File: src/fsk_pkg.sv
// package for the flash security backdoor unlock block
// assumes a byte-wide cpu/debug access port on one bus clock
package fsk_pkg;
  localparam int KEY_BYTES = 8;
  localparam logic [15:0] KEY_BASE_ADDR = 16'hFFB0;
  localparam logic [15:0] OPT_ADDR = 16'hFFBF;
  localparam logic [15:0] PROT_ADDR = 16'hFFBD;
  localparam logic [15:0] CFG_ADDR = 16'hFFBE;
  localparam logic [15:0] NV_BLOCK_BASE = 16'hFE00;
  localparam logic [15:0] NV_BLOCK_MASK = 16'hFE00;
  localparam int KEY_ACC_BIT = 5;
  localparam int KEY_EN_BIT = 7;
  localparam int SEC_LSB = 0;
  localparam logic [1:0] SEC_UNSECURE = 2'h2;
  localparam logic [1:0] SEC_SECURE = 2'h3;
  localparam logic [7:0] PROT_RESET = 8'hFF;
  localparam logic [7:0] CFG_RESET = 8'h00;
  localparam logic [7:0] OPT_RESET = 8'hFF;
  localparam int HP_REGS = 9;
  localparam int HP_LOADED = 3;
  typedef enum logic [2:0] {
    FSK_LOAD = 3'h1,
    FSK_RUN = 3'h2,
    FSK_KEY = 3'h4
  } fsk_state_e;
endpackage : fsk_pkg

File: src/fsk_key_cmp.sv
// key comparator: collects eight ordered key bytes and compares them
// assumes byte writes arrive as one-cycle strobes from the main module
`timescale 1ns/1ps
module fsk_key_cmp (
  // clock and reset
  input wire logic core_clk,
  input wire logic rst,
  // control
  input wire logic clear,
  input wire logic wr_stb,
  input wire logic [2:0] wr_idx,
  input wire logic [7:0] wr_data,
  input wire logic [63:0] stored_key,
  // result
  output logic match
);
  logic [63:0] got_ff, nxt_got;
  logic [3:0] cnt_ff, nxt_cnt;
  logic ok_ff, nxt_ok;

  // a byte out of order spoils the whole entry
  always_comb begin
    nxt_got = got_ff;
    nxt_cnt = cnt_ff;
    nxt_ok = ok_ff;
    if (clear) begin
      nxt_got = 64'h0;
      nxt_cnt = 4'h0;
      nxt_ok = 1'b1;
    end else if (wr_stb) begin
      if (cnt_ff[3] || wr_idx != cnt_ff[2:0]) nxt_ok = 1'b0;
      nxt_got[wr_idx*8 +: 8] = wr_data;
      if (!cnt_ff[3]) nxt_cnt = cnt_ff + 4'h1;
    end
  end

  // registers only
  always_ff @(posedge core_clk) begin
    if (rst) begin
      got_ff <= 64'h0;
      cnt_ff <= 4'h0;
      ok_ff <= 1'b1;
    end else begin
      got_ff <= nxt_got;
      cnt_ff <= nxt_cnt;
      ok_ff <= nxt_ok;
    end
  end

  assign match = ok_ff && cnt_ff[3] && (got_ff == stored_key);
endmodule : fsk_key_cmp

File: src/fsk_unlock.sv
// flash security control with backdoor key unlock and debug blank-check unlock
// assumes the flash array, its program engine and blank check live outside;
// bus strobes are one-cycle pulses on core_clk
// the unlock lives only in flops, so every reset secures the block again
// unless the option byte itself says unsecured; a key entry is judged on
// the config write that ends it, so a program that never clears key mode
// leaves the array unreadable until reset
//
// Summary of operation
// - backdoor unlock only when key enable set
// - key mode turns key writes into comparisons
// - key mode cleared with match unsecures
// - key entry accepted only from RAM code
// - flash reads blocked while key mode set
// - key stored in nonvolatile flash space
// - key shares protected vector block
// - user programs cannot change block protection
// - protection writes only from debug commands
// - blank check pass unsecures until reset
// - reset loads three nonvolatile bytes to registers
`timescale 1ns/1ps
module fsk_unlock (
  // clock and reset
  input wire logic core_clk,
  input wire logic rst,
  // bus access
  input wire logic wr_stb,
  input wire logic rd_stb,
  input wire logic [15:0] addr,
  input wire logic [7:0] wdata,
  input wire logic from_ram,
  input wire logic from_debug,
  // flash array view
  input wire logic [63:0] nv_key,
  input wire logic [7:0] nv_opt,
  input wire logic [7:0] nv_prot,
  input wire logic [7:0] nv_cfg,
  input wire logic blank_done,
  input wire logic blank_ok,
  // outputs
  output logic [1:0] security_state_field,
  output logic secured,
  output logic key_access_mode,
  output logic [7:0] block_protect_reg,
  output logic [7:0] flash_config_reg,
  output logic [7:0] option_reg,
  output logic flash_rd_block,
  output logic flash_wr_pass,
  output logic vector_block_protected
);
  // security state machine and its shadow registers
  fsk_pkg::fsk_state_e st_ff, nxt_st;
  logic [1:0] sec_ff, nxt_sec;
  logic [7:0] cfg_ff, nxt_cfg;
  logic [7:0] opt_ff, nxt_opt;
  // protection shadow, rewritten only from debug
  logic [7:0] prot_ff, nxt_prot;
  // registered strobes and flags toward the flash array
  logic rdblk_ff, nxt_rdblk;
  logic pass_ff, nxt_pass;
  logic vprot_ff, nxt_vprot;
  logic secured_ff, nxt_secured;
  // decoded bus accesses
  logic key_hit;
  logic cfg_wr;
  logic prot_wr;
  logic in_nvblk;
  // comparator handshake
  logic key_clear;
  logic key_stb;
  logic key_match;

  // address decode; the key window is the eight bytes from the base upward
  assign key_hit = addr[15:3] == fsk_pkg::KEY_BASE_ADDR[15:3];
  assign cfg_wr = wr_stb && addr == fsk_pkg::CFG_ADDR;
  assign prot_wr = wr_stb && addr == fsk_pkg::PROT_ADDR && from_debug;
  assign in_nvblk = (addr & fsk_pkg::NV_BLOCK_MASK) == fsk_pkg::NV_BLOCK_BASE;
  // only ram code may feed the comparator; debug pokes are dropped
  assign key_stb = wr_stb && key_hit && cfg_ff[fsk_pkg::KEY_ACC_BIT] && from_ram
    && !from_debug;
  // a fresh entry starts on any config write that sets key mode while it is 0
  assign key_clear = cfg_wr && wdata[fsk_pkg::KEY_ACC_BIT]
    && !cfg_ff[fsk_pkg::KEY_ACC_BIT];

  // byte collector and comparator against the flash-resident key
  fsk_key_cmp u_cmp (
    .core_clk(core_clk),
    .rst(rst),
    .clear(key_clear),
    .wr_stb(key_stb),
    .wr_idx(addr[2:0]),
    .wr_data(wdata),
    .stored_key(nv_key),
    .match(key_match)
  );

  // option shadow: copied once after reset and read-only afterwards, so the
  // key enable bit cannot be switched on by the program that wants to use it
  always_comb begin
    nxt_opt = opt_ff;
    if (st_ff == fsk_pkg::FSK_LOAD) nxt_opt = nv_opt;
  end

  // option register only
  always_ff @(posedge core_clk) begin
    if (rst) begin
      opt_ff <= fsk_pkg::OPT_RESET;
    end else begin
      opt_ff <= nxt_opt;
    end
  end

  // protection shadow: loaded once after reset, then only debug may rewrite
  // it, so a user program holding the key can never loosen the vector block
  always_comb begin
    nxt_prot = prot_ff;
    if (st_ff == fsk_pkg::FSK_LOAD) nxt_prot = nv_prot;
    if (prot_wr) nxt_prot = wdata;
  end

  // protection register only
  always_ff @(posedge core_clk) begin
    if (rst) begin
      prot_ff <= fsk_pkg::PROT_RESET;
    end else begin
      prot_ff <= nxt_prot;
    end
  end

  // security state machine: load nonvolatile copies, then run
  always_comb begin
    nxt_st = st_ff;
    nxt_sec = sec_ff;
    nxt_cfg = cfg_ff;
    unique case (st_ff)
      // one cycle to copy the nonvolatile bytes; key mode never survives it
      fsk_pkg::FSK_LOAD: begin
        nxt_cfg = nv_cfg & ~(8'h01 << fsk_pkg::KEY_ACC_BIT);
        nxt_sec = nv_opt[fsk_pkg::SEC_LSB +: 2];
        nxt_st = fsk_pkg::FSK_RUN;
      end
      // normal running: only a config write can open key mode
      fsk_pkg::FSK_RUN: begin
        if (cfg_wr) begin
          nxt_cfg = wdata;
          // key mode only reachable with backdoor_key_enable
          if (!opt_ff[fsk_pkg::KEY_EN_BIT]) nxt_cfg[fsk_pkg::KEY_ACC_BIT] = 1'b0;
          if (nxt_cfg[fsk_pkg::KEY_ACC_BIT]) nxt_st = fsk_pkg::FSK_KEY;
        end
      end
      // key mode: the config write that clears the bit judges the entry
      fsk_pkg::FSK_KEY: begin
        if (cfg_wr) begin
          nxt_cfg = wdata;
          nxt_cfg[fsk_pkg::KEY_ACC_BIT] = wdata[fsk_pkg::KEY_ACC_BIT];
          if (!wdata[fsk_pkg::KEY_ACC_BIT]) begin
            nxt_st = fsk_pkg::FSK_RUN;
            if (key_match && opt_ff[fsk_pkg::KEY_EN_BIT]) nxt_sec = fsk_pkg::SEC_UNSECURE;
          end
        end
      end
      default: nxt_st = fsk_pkg::FSK_LOAD;
    endcase
    // a blank check pass wins over anything the key path does
    if (blank_done && blank_ok) nxt_sec = fsk_pkg::SEC_UNSECURE;
  end

  // derived strobes toward the flash array
  always_comb begin
    // read block follows the next config value so it rises with key mode
    nxt_rdblk = nxt_cfg[fsk_pkg::KEY_ACC_BIT];
    // key bytes in key mode and writes into a protected vector block stop here
    nxt_pass = wr_stb && !(key_hit && cfg_ff[fsk_pkg::KEY_ACC_BIT])
      && !(in_nvblk && !prot_ff[0]);
    nxt_vprot = !nxt_prot[0];
    // secured gets its own flop so the output is not a compare of sec_ff
    nxt_secured = nxt_sec != fsk_pkg::SEC_UNSECURE;
  end

  // state registers
  always_ff @(posedge core_clk) begin
    if (rst) begin
      st_ff <= fsk_pkg::FSK_LOAD;
      sec_ff <= fsk_pkg::SEC_SECURE;
      cfg_ff <= fsk_pkg::CFG_RESET;
    end else begin
      st_ff <= nxt_st;
      sec_ff <= nxt_sec;
      cfg_ff <= nxt_cfg;
    end
  end

  // strobe registers; the block comes out of reset secured
  always_ff @(posedge core_clk) begin
    if (rst) begin
      rdblk_ff <= 1'b0;
      pass_ff <= 1'b0;
      vprot_ff <= 1'b0;
      secured_ff <= 1'b1;
    end else begin
      rdblk_ff <= nxt_rdblk;
      pass_ff <= nxt_pass;
      vprot_ff <= nxt_vprot;
      secured_ff <= nxt_secured;
    end
  end

  // outputs straight from their registers
  assign security_state_field = sec_ff;
  assign secured = secured_ff;
  assign key_access_mode = cfg_ff[fsk_pkg::KEY_ACC_BIT];
  assign block_protect_reg = prot_ff;
  assign flash_config_reg = cfg_ff;
  assign option_reg = opt_ff;
  assign flash_rd_block = rdblk_ff;
  assign flash_wr_pass = pass_ff;
  assign vector_block_protected = vprot_ff;
endmodule : fsk_unlock

File: config.mk
export PLATFORM = sky130hd
export DESIGN_NAME = fsk_unlock
export DESIGN_NICKNAME = d
export VERILOG_FILES = /design/src/fsk_pkg.sv /design/src/fsk_key_cmp.sv /design/src/fsk_unlock.sv
export SDC_FILE = /design/constraint.sdc
export NUM_CORES = 1
export LEC_CHECK = 0
export BUFFER_PORTS_ARGS = -buffer_cell sky130_fd_sc_hd__buf_2
export CAP_MARGIN = 5
export CORE_MARGIN = 2
export CORE_UTILIZATION = 53
export CTS_BUF_LIST = sky130_fd_sc_hd__clkbuf_8
export DETAILED_ROUTE_END_ITERATION = 10
export GPL_ROUTABILITY_DRIVEN = 0
export PLACE_DENSITY = 0.82
export SYNTH_ARGS = -nofsm -noshare
export SYNTH_HDL_FRONTEND = slang
export SYNTH_SLANG_ARGS = --single-unit
File: constraint.sdc
create_clock -name core_clk -period 2.85 [get_ports core_clk]
set_clock_uncertainty 0.2 [all_clocks]
set_input_delay 0 -clock core_clk [delete_from_list [all_inputs] [get_ports core_clk]]
set_output_delay 0 -clock core_clk [all_outputs]
set_load 0.02 [all_outputs]
Word-level counts from Yosys, hierarchy flattened
Index checks and enable logic that the tools add are counted.
{"block": "word_totals", "reg_bits": 101, "elab_cells": 84}
{"block": "op_classes", "add_sub_neg": 2, "eq_ne": 14, "shifts": 2, "mux": 20, "n_bitwise": 1, "n_reduce_logical": 31}
{"cell": "64-bit bitwise mux", "n": 1}
{"cell": "64-bit equality test", "n": 1}
{"cell": "8-bit by 34-bit variable shift with 64-bit output, first input constant", "n": 1}
{"cell": "8-bit by 34-bit indexed part select with 64-bit output", "n": 1}
{"cell": "6-bit negator with 34-bit output", "n": 1}
{"cell": "16-bit equality test, second input constant", "n": 2}
{"cell": "8-bit 2-to-1 mux", "n": 4}
{"cell": "8-bit one-hot mux with 3 select lines", "n": 1}
{"cell": "1-bit logical AND", "n": 17}
{"cell": "13-bit equality test, second input constant", "n": 1}
{"cell": "3-bit 2-to-1 mux", "n": 4}
{"cell": "2-bit inequality test, second input constant", "n": 5}
{"cell": "3-bit one-hot mux with 3 select lines", "n": 1}
{"cell": "2-bit 2-to-1 mux", "n": 4}
{"cell": "7-bit equality test, second input constant", "n": 1}
{"cell": "1-bit zero test", "n": 6}
{"cell": "4-bit by 1-bit adder with 4-bit output, second input constant", "n": 1}
{"cell": "4-bit 2-to-1 mux", "n": 1}
{"cell": "2-bit one-hot mux with 2 select lines", "n": 1}
{"cell": "2-bit AND reduction", "n": 2}
{"cell": "4-bit AND reduction", "n": 1}
{"cell": "3-bit by 1-bit equality test with 1-bit output, second input constant", "n": 1}
{"cell": "3-bit by 2-bit equality test with 1-bit output, second input constant", "n": 1}
{"cell": "3-bit equality test, second input constant", "n": 1}
{"cell": "other kinds (8)", "n": 10}

Longest topological paths before layout
Gate-level depths: netlist of the first run.
{"block": "depth", "word_depth": 9, "depth_mapped": 10, "ltp_nobuf": 8}

By module
A second synthesis of the first run with hierarchy kept.
{"block": "unflattened", "hier_cells": 571, "area_unflattened_um2": 5178.7}
{"mod": "fsk_key_cmp", "n_inst": 1, "cells_per_inst": 384, "area_per_inst_um2": 3493.4, "seq_area_each_um2": 1381.3}
{"mod": "fsk_unlock", "n_inst": 1, "cells_per_inst": 187, "area_per_inst_um2": 1685.4, "seq_area_each_um2": 640.6}

Worst setup path before layout of the first run
No wires, ideal clock.
{"block": "synth_timing", "path_type": "input to register", "startpoint": "input port addr[0]", "endpoint": "register u_cmp.cnt_ff[0]", "setup_time_ns": 0.117, "arrival_ns": 1.854, "required_ns": 2.533, "setup_slack_ns": 0.678, "path_stages": 10, "path_cell_list": "buf_2 > inv_1 > ha_1 > nand3_1 > nand4bb_1 > clkbuf_1 > o31ai_1 > buf_2 > buf_2 > nor2_1"}
{"block": "synth_via", "elab_chain_len": 5}
{"item": "start: declaration", "line_no": "fsk_unlock.sv:29", "text": "input wire logic [15:0] addr,"}
{"item": "16-bit equality test", "line_no": "fsk_unlock.sv:75", "text": "assign cfg_wr = wr_stb && addr == fsk_pkg::CFG_ADDR;"}
{"item": "1-bit logical AND", "line_no": "fsk_unlock.sv:75"}
{"item": "1-bit logical AND", "line_no": "fsk_unlock.sv:82", "text": "assign key_clear = cfg_wr && wdata[fsk_pkg::KEY_ACC_BIT]"}
{"item": "1-bit logical AND", "line_no": "fsk_unlock.sv:83", "text": "&& !cfg_ff[fsk_pkg::KEY_ACC_BIT];"}
{"item": "2-bit OR reduction (no line)"}
{"item": "end signal: assignment", "line_no": "fsk_key_cmp.sv:45", "text": "cnt_ff <= nxt_cnt;"}
{"item": "end: declaration", "line_no": "fsk_key_cmp.sv:18", "text": "logic [3:0] cnt_ff, nxt_cnt;"}
Every way passes these cells.
A chain may end at the register's enable or synchronous reset.

Final worst setup path of the first run
{"block": "layout_timing", "startpoint": "register st_ff[0]", "endpoint": "register cfg_ff[1], in the netlist flash_config_reg[1]"}
{"block": "layout_via", "elab_chain_len": 3, "elab_cells_between_ends": 8, "classes_between": "eq/ne (5); mux (1); reduce/logical (2)"}
{"item": "start: declaration", "line_no": "fsk_unlock.sv:52", "text": "fsk_pkg::fsk_state_e st_ff, nxt_st;"}
{"item": "start signal: assignment", "line_no": "fsk_unlock.sv:183", "text": "st_ff <= fsk_pkg::FSK_LOAD;"}
{"item": "start signal: assignment", "line_no": "fsk_unlock.sv:187", "text": "st_ff <= nxt_st;"}
{"item": "3-bit by 2-bit equality test with 1-bit output (tied with other cells)", "line_no": "fsk_unlock.sv:135", "text": "unique case (st_ff)"}
{"item": "2-bit inequality test (no line) / 3-bit nonzero test (equally long branches)"}
{"item": "3-bit AND reduction (no line)"}
{"item": "end signal: assignment", "line_no": "fsk_unlock.sv:185", "text": "cfg_ff <= fsk_pkg::CFG_RESET;"}
{"item": "end signal: assignment", "line_no": "fsk_unlock.sv:189", "text": "cfg_ff <= nxt_cfg;"}
{"item": "end: declaration", "line_no": "fsk_unlock.sv:54", "text": "logic [7:0] cfg_ff, nxt_cfg;"}
Parallel ways exist; a longest one is shown, timed or not.

==> results.sh, run 1 <==
export IMPL_status="finished clean"
export IMPL_dieArea_um2=10200
export IMPL_routed_via_density=5.84
export IMPL_endpoint_kind="flop"
export IMPL_post_place_cells=832
export IMPL_io_pin_count=151
export IMPL_drt_wl_total_um=15700
export IMPL_route_detailed_drc=0
export IMPL_synth_cell_types=48
export IMPL_layout_commonest_cell="buf_2"
export IMPL_ys_seq_elements=101
export IMPL_synth_async_reset_ratio_pct=0
export IMPL_syn_cell_area_um2=4960
export IMPL_final_cell_count_no_fill=900
export IMPL_io_buffers=148
export IMPL_ys_seq_area_share_pct=40.7
export IMPL_hold_slack_ns=0.0262
export IMPL_place_hpwl_um=10300
export IMPL_syn_nets=729
export IMPL_cp_top_family="buffers and inverters"
export IMPL_syn_avg_cell_area_um2=8.23
export IMPL_grt_ovfl_total=0
export IMPL_cts_buffer_depth=2
export IMPL_p_per_area_nw_per_um2=562
export IMPL_max_cap_violations=0
export IMPL_worst_setup_path_start_kind="flop"
export IMPL_hp_class="input pin to flop"
export IMPL_cts_tree="built"
export IMPL_htreeDepth=3
export IMPL_finalSetupTns_ns=0
export IMPL_final_cell_mix="buf_2, dfxtp_1, nand2_1, a21oi_1, nor2_1"
export IMPL_initial_core_util_pct=54.2
export IMPL_clockRootBuffer="clkbuf_8"
export IMPL_synth_warnings=0
export IMPL_grt_pass1_vias=5027
export IMPL_synth_edff_count=0
export IMPL_die_w_um=101
export IMPL_grt_antenna_before_repair=1
export IMPL_leakage_nw=2.64
export IMPL_finalHoldViolCount=0
export IMPL_min_period_over_period_pct=98.9
export IMPL_cp_arrival_ns=2.91
export IMPL_worst_slew_pin_slew_ns=0.763
export IMPL_clk_latency_ns=0.36
export IMPL_final_antenna_net_count=0
export IMPL_core_um2=9150
export IMPL_critPathSlowestCell="dlygate4sd3_1"
export IMPL_finalNetCount=910
export IMPL_drive_gt1_share_pct=23.9
export IMPL_dr_first_iter_drc_count=422
export IMPL_cp_required_ns=2.94
export IMPL_groute_usage_overall_pct=31.0
export IMPL_clk_pin_slew_ns=0.10
export IMPL_slew_headroom_pct=49.1
export IMPL_critical_path_max_stage_delay_ns=0.67
export IMPL_largest_register_ff_count=64
export IMPL_fmaxAchievable_ghz=0.355
export IMPL_peakVddDrop_v=0.000402
export IMPL_cts_sinks=101
export IMPL_vias=5254
export IMPL_syn_inst=603
export IMPL_finalSetupViolCount=0
export IMPL_core_rowCount=35
export IMPL_grt_pass1_wl_um=24500
export IMPL_syn_to_final_growth_pct=30.4
export IMPL_drv_slew=0
export IMPL_numCtsBuffers=9
export IMPL_top_register="u_cmp.got_ff"
export IMPL_crit_buf_inv=2
export IMPL_die_h_um=101
export IMPL_finalWorstPathRequiredPeriod_ns=2.82
export IMPL_synth_flop_cell="dfxtp_1"
export IMPL_grt_max_degree=70
export IMPL_wire_per_inst_um=17.5
export IMPL_dr_pass1_iters=5
export IMPL_cp_max_fo=24
export IMPL_crit_type="flop to flop"
export IMPL_cp_cell_sequence="or3b_2, buf_4, o31ai_4, nor2_1, nor3_1, dlygate4sd3_1"
## Yosys cell counts, drive strengths merged (6+ instances only)
master | instances | share of area [%]
clkbuf | 25 | 1.9
o32ai | 7 | 1.2
nor3 | 17 | 1.7
nor4 | 9 | 1.7
nand3 | 49 | 4.9
buf | 15 | 1.8
and2 | 9 | 1.1
mux2i | 17 | 3.4
dfxtp | 101 | 41
o21ai | 19 | 1.9
inv | 8 | 0.60
ha | 6 | 1.5
a21oi | 54 | 5.4
nand2 | 83 | 6.3
xnor2 | 49 | 8.6
nand4 | 25 | 3.3
nor2 | 53 | 4.0
xor2 | 21 | 3.7
## worst min-delay path, stage by stage
cell and delay, ns:
buf_2 0.16, inv_1 0.18, nor3b_1 0.10, nand2_1 0.06, a21oi_1 0.05
## cell type report
type                    instances  area [um^2]
multi-input cells             453         2760
inverters                       9         37.5
flip-flops and latches        101         2020
clock inverters                 5         36.3
well taps                     111          139
diodes                          1         2.50
repair buffers                210         1340
fillers                       688         2680
clock buffers                  10          138
## repair_timing
action,4_1_cts,5_1_grt
endpoints found under the setup margin,0,10
endpoints found under the hold margin,96,0
resized for setup,0,7
setup buffers,0,3
hold buffers,49,0
## layer usage
layer	part of all wire (%)	GRT usage [%]	vias up	routed length (um)
li1	-	-	2447	-
met1	38	36.2	2436	5940
met2	50	54.7	311	7810
met3	8.7	6.17	60	1370
met4	3.9	13.6	0	612
met5	0	0	-	0
## worst paths after layout
| check | end | depth (start not counted) | startpoint | slack [ns] |
|---|---|---|---|---|
| worst min-delay path | u_cmp.got_ff[24]$_SDFFE_PP0P_ | 5 | addr[0] | 0.03 |
| worst max-delay path | flash_config_reg[1]$_SDFFE_PP0P_ | 6 | st_ff[0]$_SDFFE_PP1P_ | 0.03 |
| worst min register to register | option_reg[0]$_SDFFE_PP1P_ | 2 | option_reg[0]$_SDFFE_PP1P_ | 0.25 |
| worst max register to register | flash_config_reg[1]$_SDFFE_PP0P_ | 6 | st_ff[0]$_SDFFE_PP1P_ | 0.03 |
## through the flow
step                setup slack, ns  power [mW]  utilization, %  area, um^2
CTS                          0.0190        3.51            70.2        6420
global placement              0.483        2.57            62.9        5760
detailed placement            0.374        2.61            62.9        5760
finish                       0.0315        3.64            70.8        6480
global route                -0.0206        3.78            70.8        6480
floorplan                     0.678        2.26               -        4960
## power breakdown
| part | switching (mW) | internal [mW] | total, mW |
|---|---|---|---|
| combinational | 0.685 | 0.491 | 1.18 |
| clock | 0.493 | 0.338 | 0.831 |
| sequential | 0.0973 | 1.53 | 1.63 |
## cells by family (layout without fill, tap and decap cells)
kind of cell,Yosys count,in the layout,synth area share [%]
simple gates,264,264,26.3
flops,101,101,40.7
compound gates,96,96,11.3
xor+xnor,70,70,12.3
buf+inv,49,234,4.41
mux,17,17,3.43
fa+ha+maj,6,6,1.51
other cells,0,1,0
Note: power is estimated with default switching activity, not from simulation.
==> run 2: changes to the inputs <==
- CORE_UTILIZATION: 53 -> 45
- PLACE_DENSITY: 0.82 -> 0.71
==> results.sh, run 2 (same netlist as run 1, synthesis figures left out) <==
export IMPL_status="finished clean"
export IMPL_finalSetupViolCount=0
export IMPL_die_h_um=109
export IMPL_drv_slew=0
export IMPL_routed_via_density=5.55
export IMPL_cts_tree="built"
export IMPL_groute_usage_overall_pct=26.4
export IMPL_combPwrFrac_pct=30.0
export IMPL_dr_first_iter_drc_count=333
export IMPL_seq_power_share_pct=44.3
export IMPL_clockRootBuffer="clkbuf_8"
export IMPL_grt_pass1_wl_um=24100
export IMPL_cp_required_ns=2.95
export IMPL_top_register="u_cmp.got_ff"
export IMPL_place_hpwl_um=10500
export IMPL_htreeDepth=3
export IMPL_p_per_area_nw_per_um2=565
export IMPL_core_rowCount=38
export IMPL_grt_max_degree=70
export IMPL_io_pin_count=151
export IMPL_pwr_share_clk_pct=25.7
export IMPL_drive_gt1_share_pct=23.1
export IMPL_crit_type="input pin to flop"
export IMPL_dieArea_um2=11900
export IMPL_die_w_um=109
export IMPL_pre_cts_slack_ns=0.358
export IMPL_wire_per_inst_um=16.9
export IMPL_finalHoldViolCount=0
export IMPL_drt_wl_total_um=15600
export IMPL_peakVddDrop_v=0.000343
export IMPL_largest_register_ff_count=64
export IMPL_hold_slack_ns=0.0199
export IMPL_p_switching_mw=1.27
export IMPL_hp_class="input pin to flop"
export IMPL_clk_latency_ns=0.36
export IMPL_vias=5134
export IMPL_fin_util_pct=60.2
export IMPL_route_detailed_drc=0
export IMPL_fmaxAchievable_ghz=0.374
export IMPL_finalNetCount=906
export IMPL_cp_max_fo=19
export IMPL_dr_pass1_iters=6
export IMPL_cts_buffer_depth=2
export IMPL_finalSetupTns_ns=0
export IMPL_core_um2=10800
export IMPL_numCtsBuffers=9
export IMPL_rsz0062_at_grt="no"
export IMPL_slew_headroom_pct=45.8
export IMPL_worst_slew_pin_slew_ns=0.813
export IMPL_min_period_over_period_pct=93.9
export IMPL_initial_core_util_pct=46.0
export IMPL_cp_arrival_ns=2.77
export IMPL_max_cap_violations=0
export IMPL_power_internal_mw=2.41
export IMPL_final_antenna_net_count=0
export IMPL_grt_pass1_vias=4922
export IMPL_endpoint_kind="flop"
export IMPL_syn_to_final_growth_pct=30.9
export IMPL_final_cell_mix="buf_2, dfxtp_1, nand2_1, a21oi_1, nor2_1"
export IMPL_clk_pin_slew_ns=0.10
export IMPL_finalWorstPathRequiredPeriod_ns=2.68
export IMPL_layout_commonest_cell="buf_2"
export IMPL_io_buffers=148
export IMPL_grt_antenna_before_repair=0
export IMPL_leakage_nw=2.65
export IMPL_worst_setup_path_start_kind="input pin"
export IMPL_swShare_pct=34.5
export IMPL_setup_ws_ns=0.173
export IMPL_grt_ovfl_total=0
export IMPL_cts_sinks=101
export IMPL_antennaDiodeCount=0
[run 2: routing by layer]
metal / share of wire (%) / global-route usage, %
met2: 48 / 45.2
met3: 7.9 / 4.90
met4: 3.0 / 11.5
met5: 0 / 0
met1: 41 / 32.1
[run 2: per-stage QoR]
step	total power [mW]	area, um^2	std cells
global placement	2.57	5790	860
finish	3.67	6500	925
CTS	3.63	6490	925
detailed placement	2.61	5790	860
floorplan	2.26	4960	603
global route	3.85	6500	925
[run 2: power by group through the flow]
stage / logic [mW] / registers, mW / clock network, mW
2_1_floorplan: 0.493 / 1.77 / 0
3_3_place_gp: 0.927 / 1.64 / 0
3_5_place_dp: 0.958 / 1.65 / 0
4_1_cts: 1.06 / 1.62 / 0.960
5_1_grt: 1.19 / 1.64 / 1.02
6_report: 1.10 / 1.63 / 0.945
[run 2: critical path, stage by stage]
cell,delay (ns)
dlygate4sd3_1,0.52
buf_2,0.28
clkinv_1,0.58
a32o_1,0.49
dlygate4sd3_1,0.61
and2_1,0.16
o21ai_0,0.13
[run 2: final timing paths]
| check | start | to | depth (start not counted) | slack [ns] |
|---|---|---|---|---|
| setup / recovery | rst | secured$_SDFF_PP1_ | 7 | 0.17 |
| hold reg to reg | option_reg[0]$_SDFFE_PP1P_ | option_reg[0]$_SDFFE_PP1P_ | 2 | 0.27 |
| hold / removal | addr[0] | u_cmp.got_ff[24]$_SDFFE_PP0P_ | 5 | 0.02 |
| setup reg to reg | st_ff[0]$_SDFFE_PP1P_ | secured$_SDFF_PP1_ | 8 | 0.21 |
[run 2: cell type report]
type                            count  area [um^2]
Clock inverter                      7         85.1
Sequential cell                   101         2020
Clock buffer                        9          124
Tap cell                          140          175
Fill cell                         944         4290
Timing Repair Buffer              206         1310
Inverter                            9         33.8
Multi-Input combinational cell    453         2750
[run 2: repair_timing]
item | in CTS | in global routing
hold endpoints to repair | 96 | 0
setup buffers | 0 | 0
hold buffers | 49 | 0
gates resized for setup | 0 | 3
endpoints found under the setup margin | 0 | 3
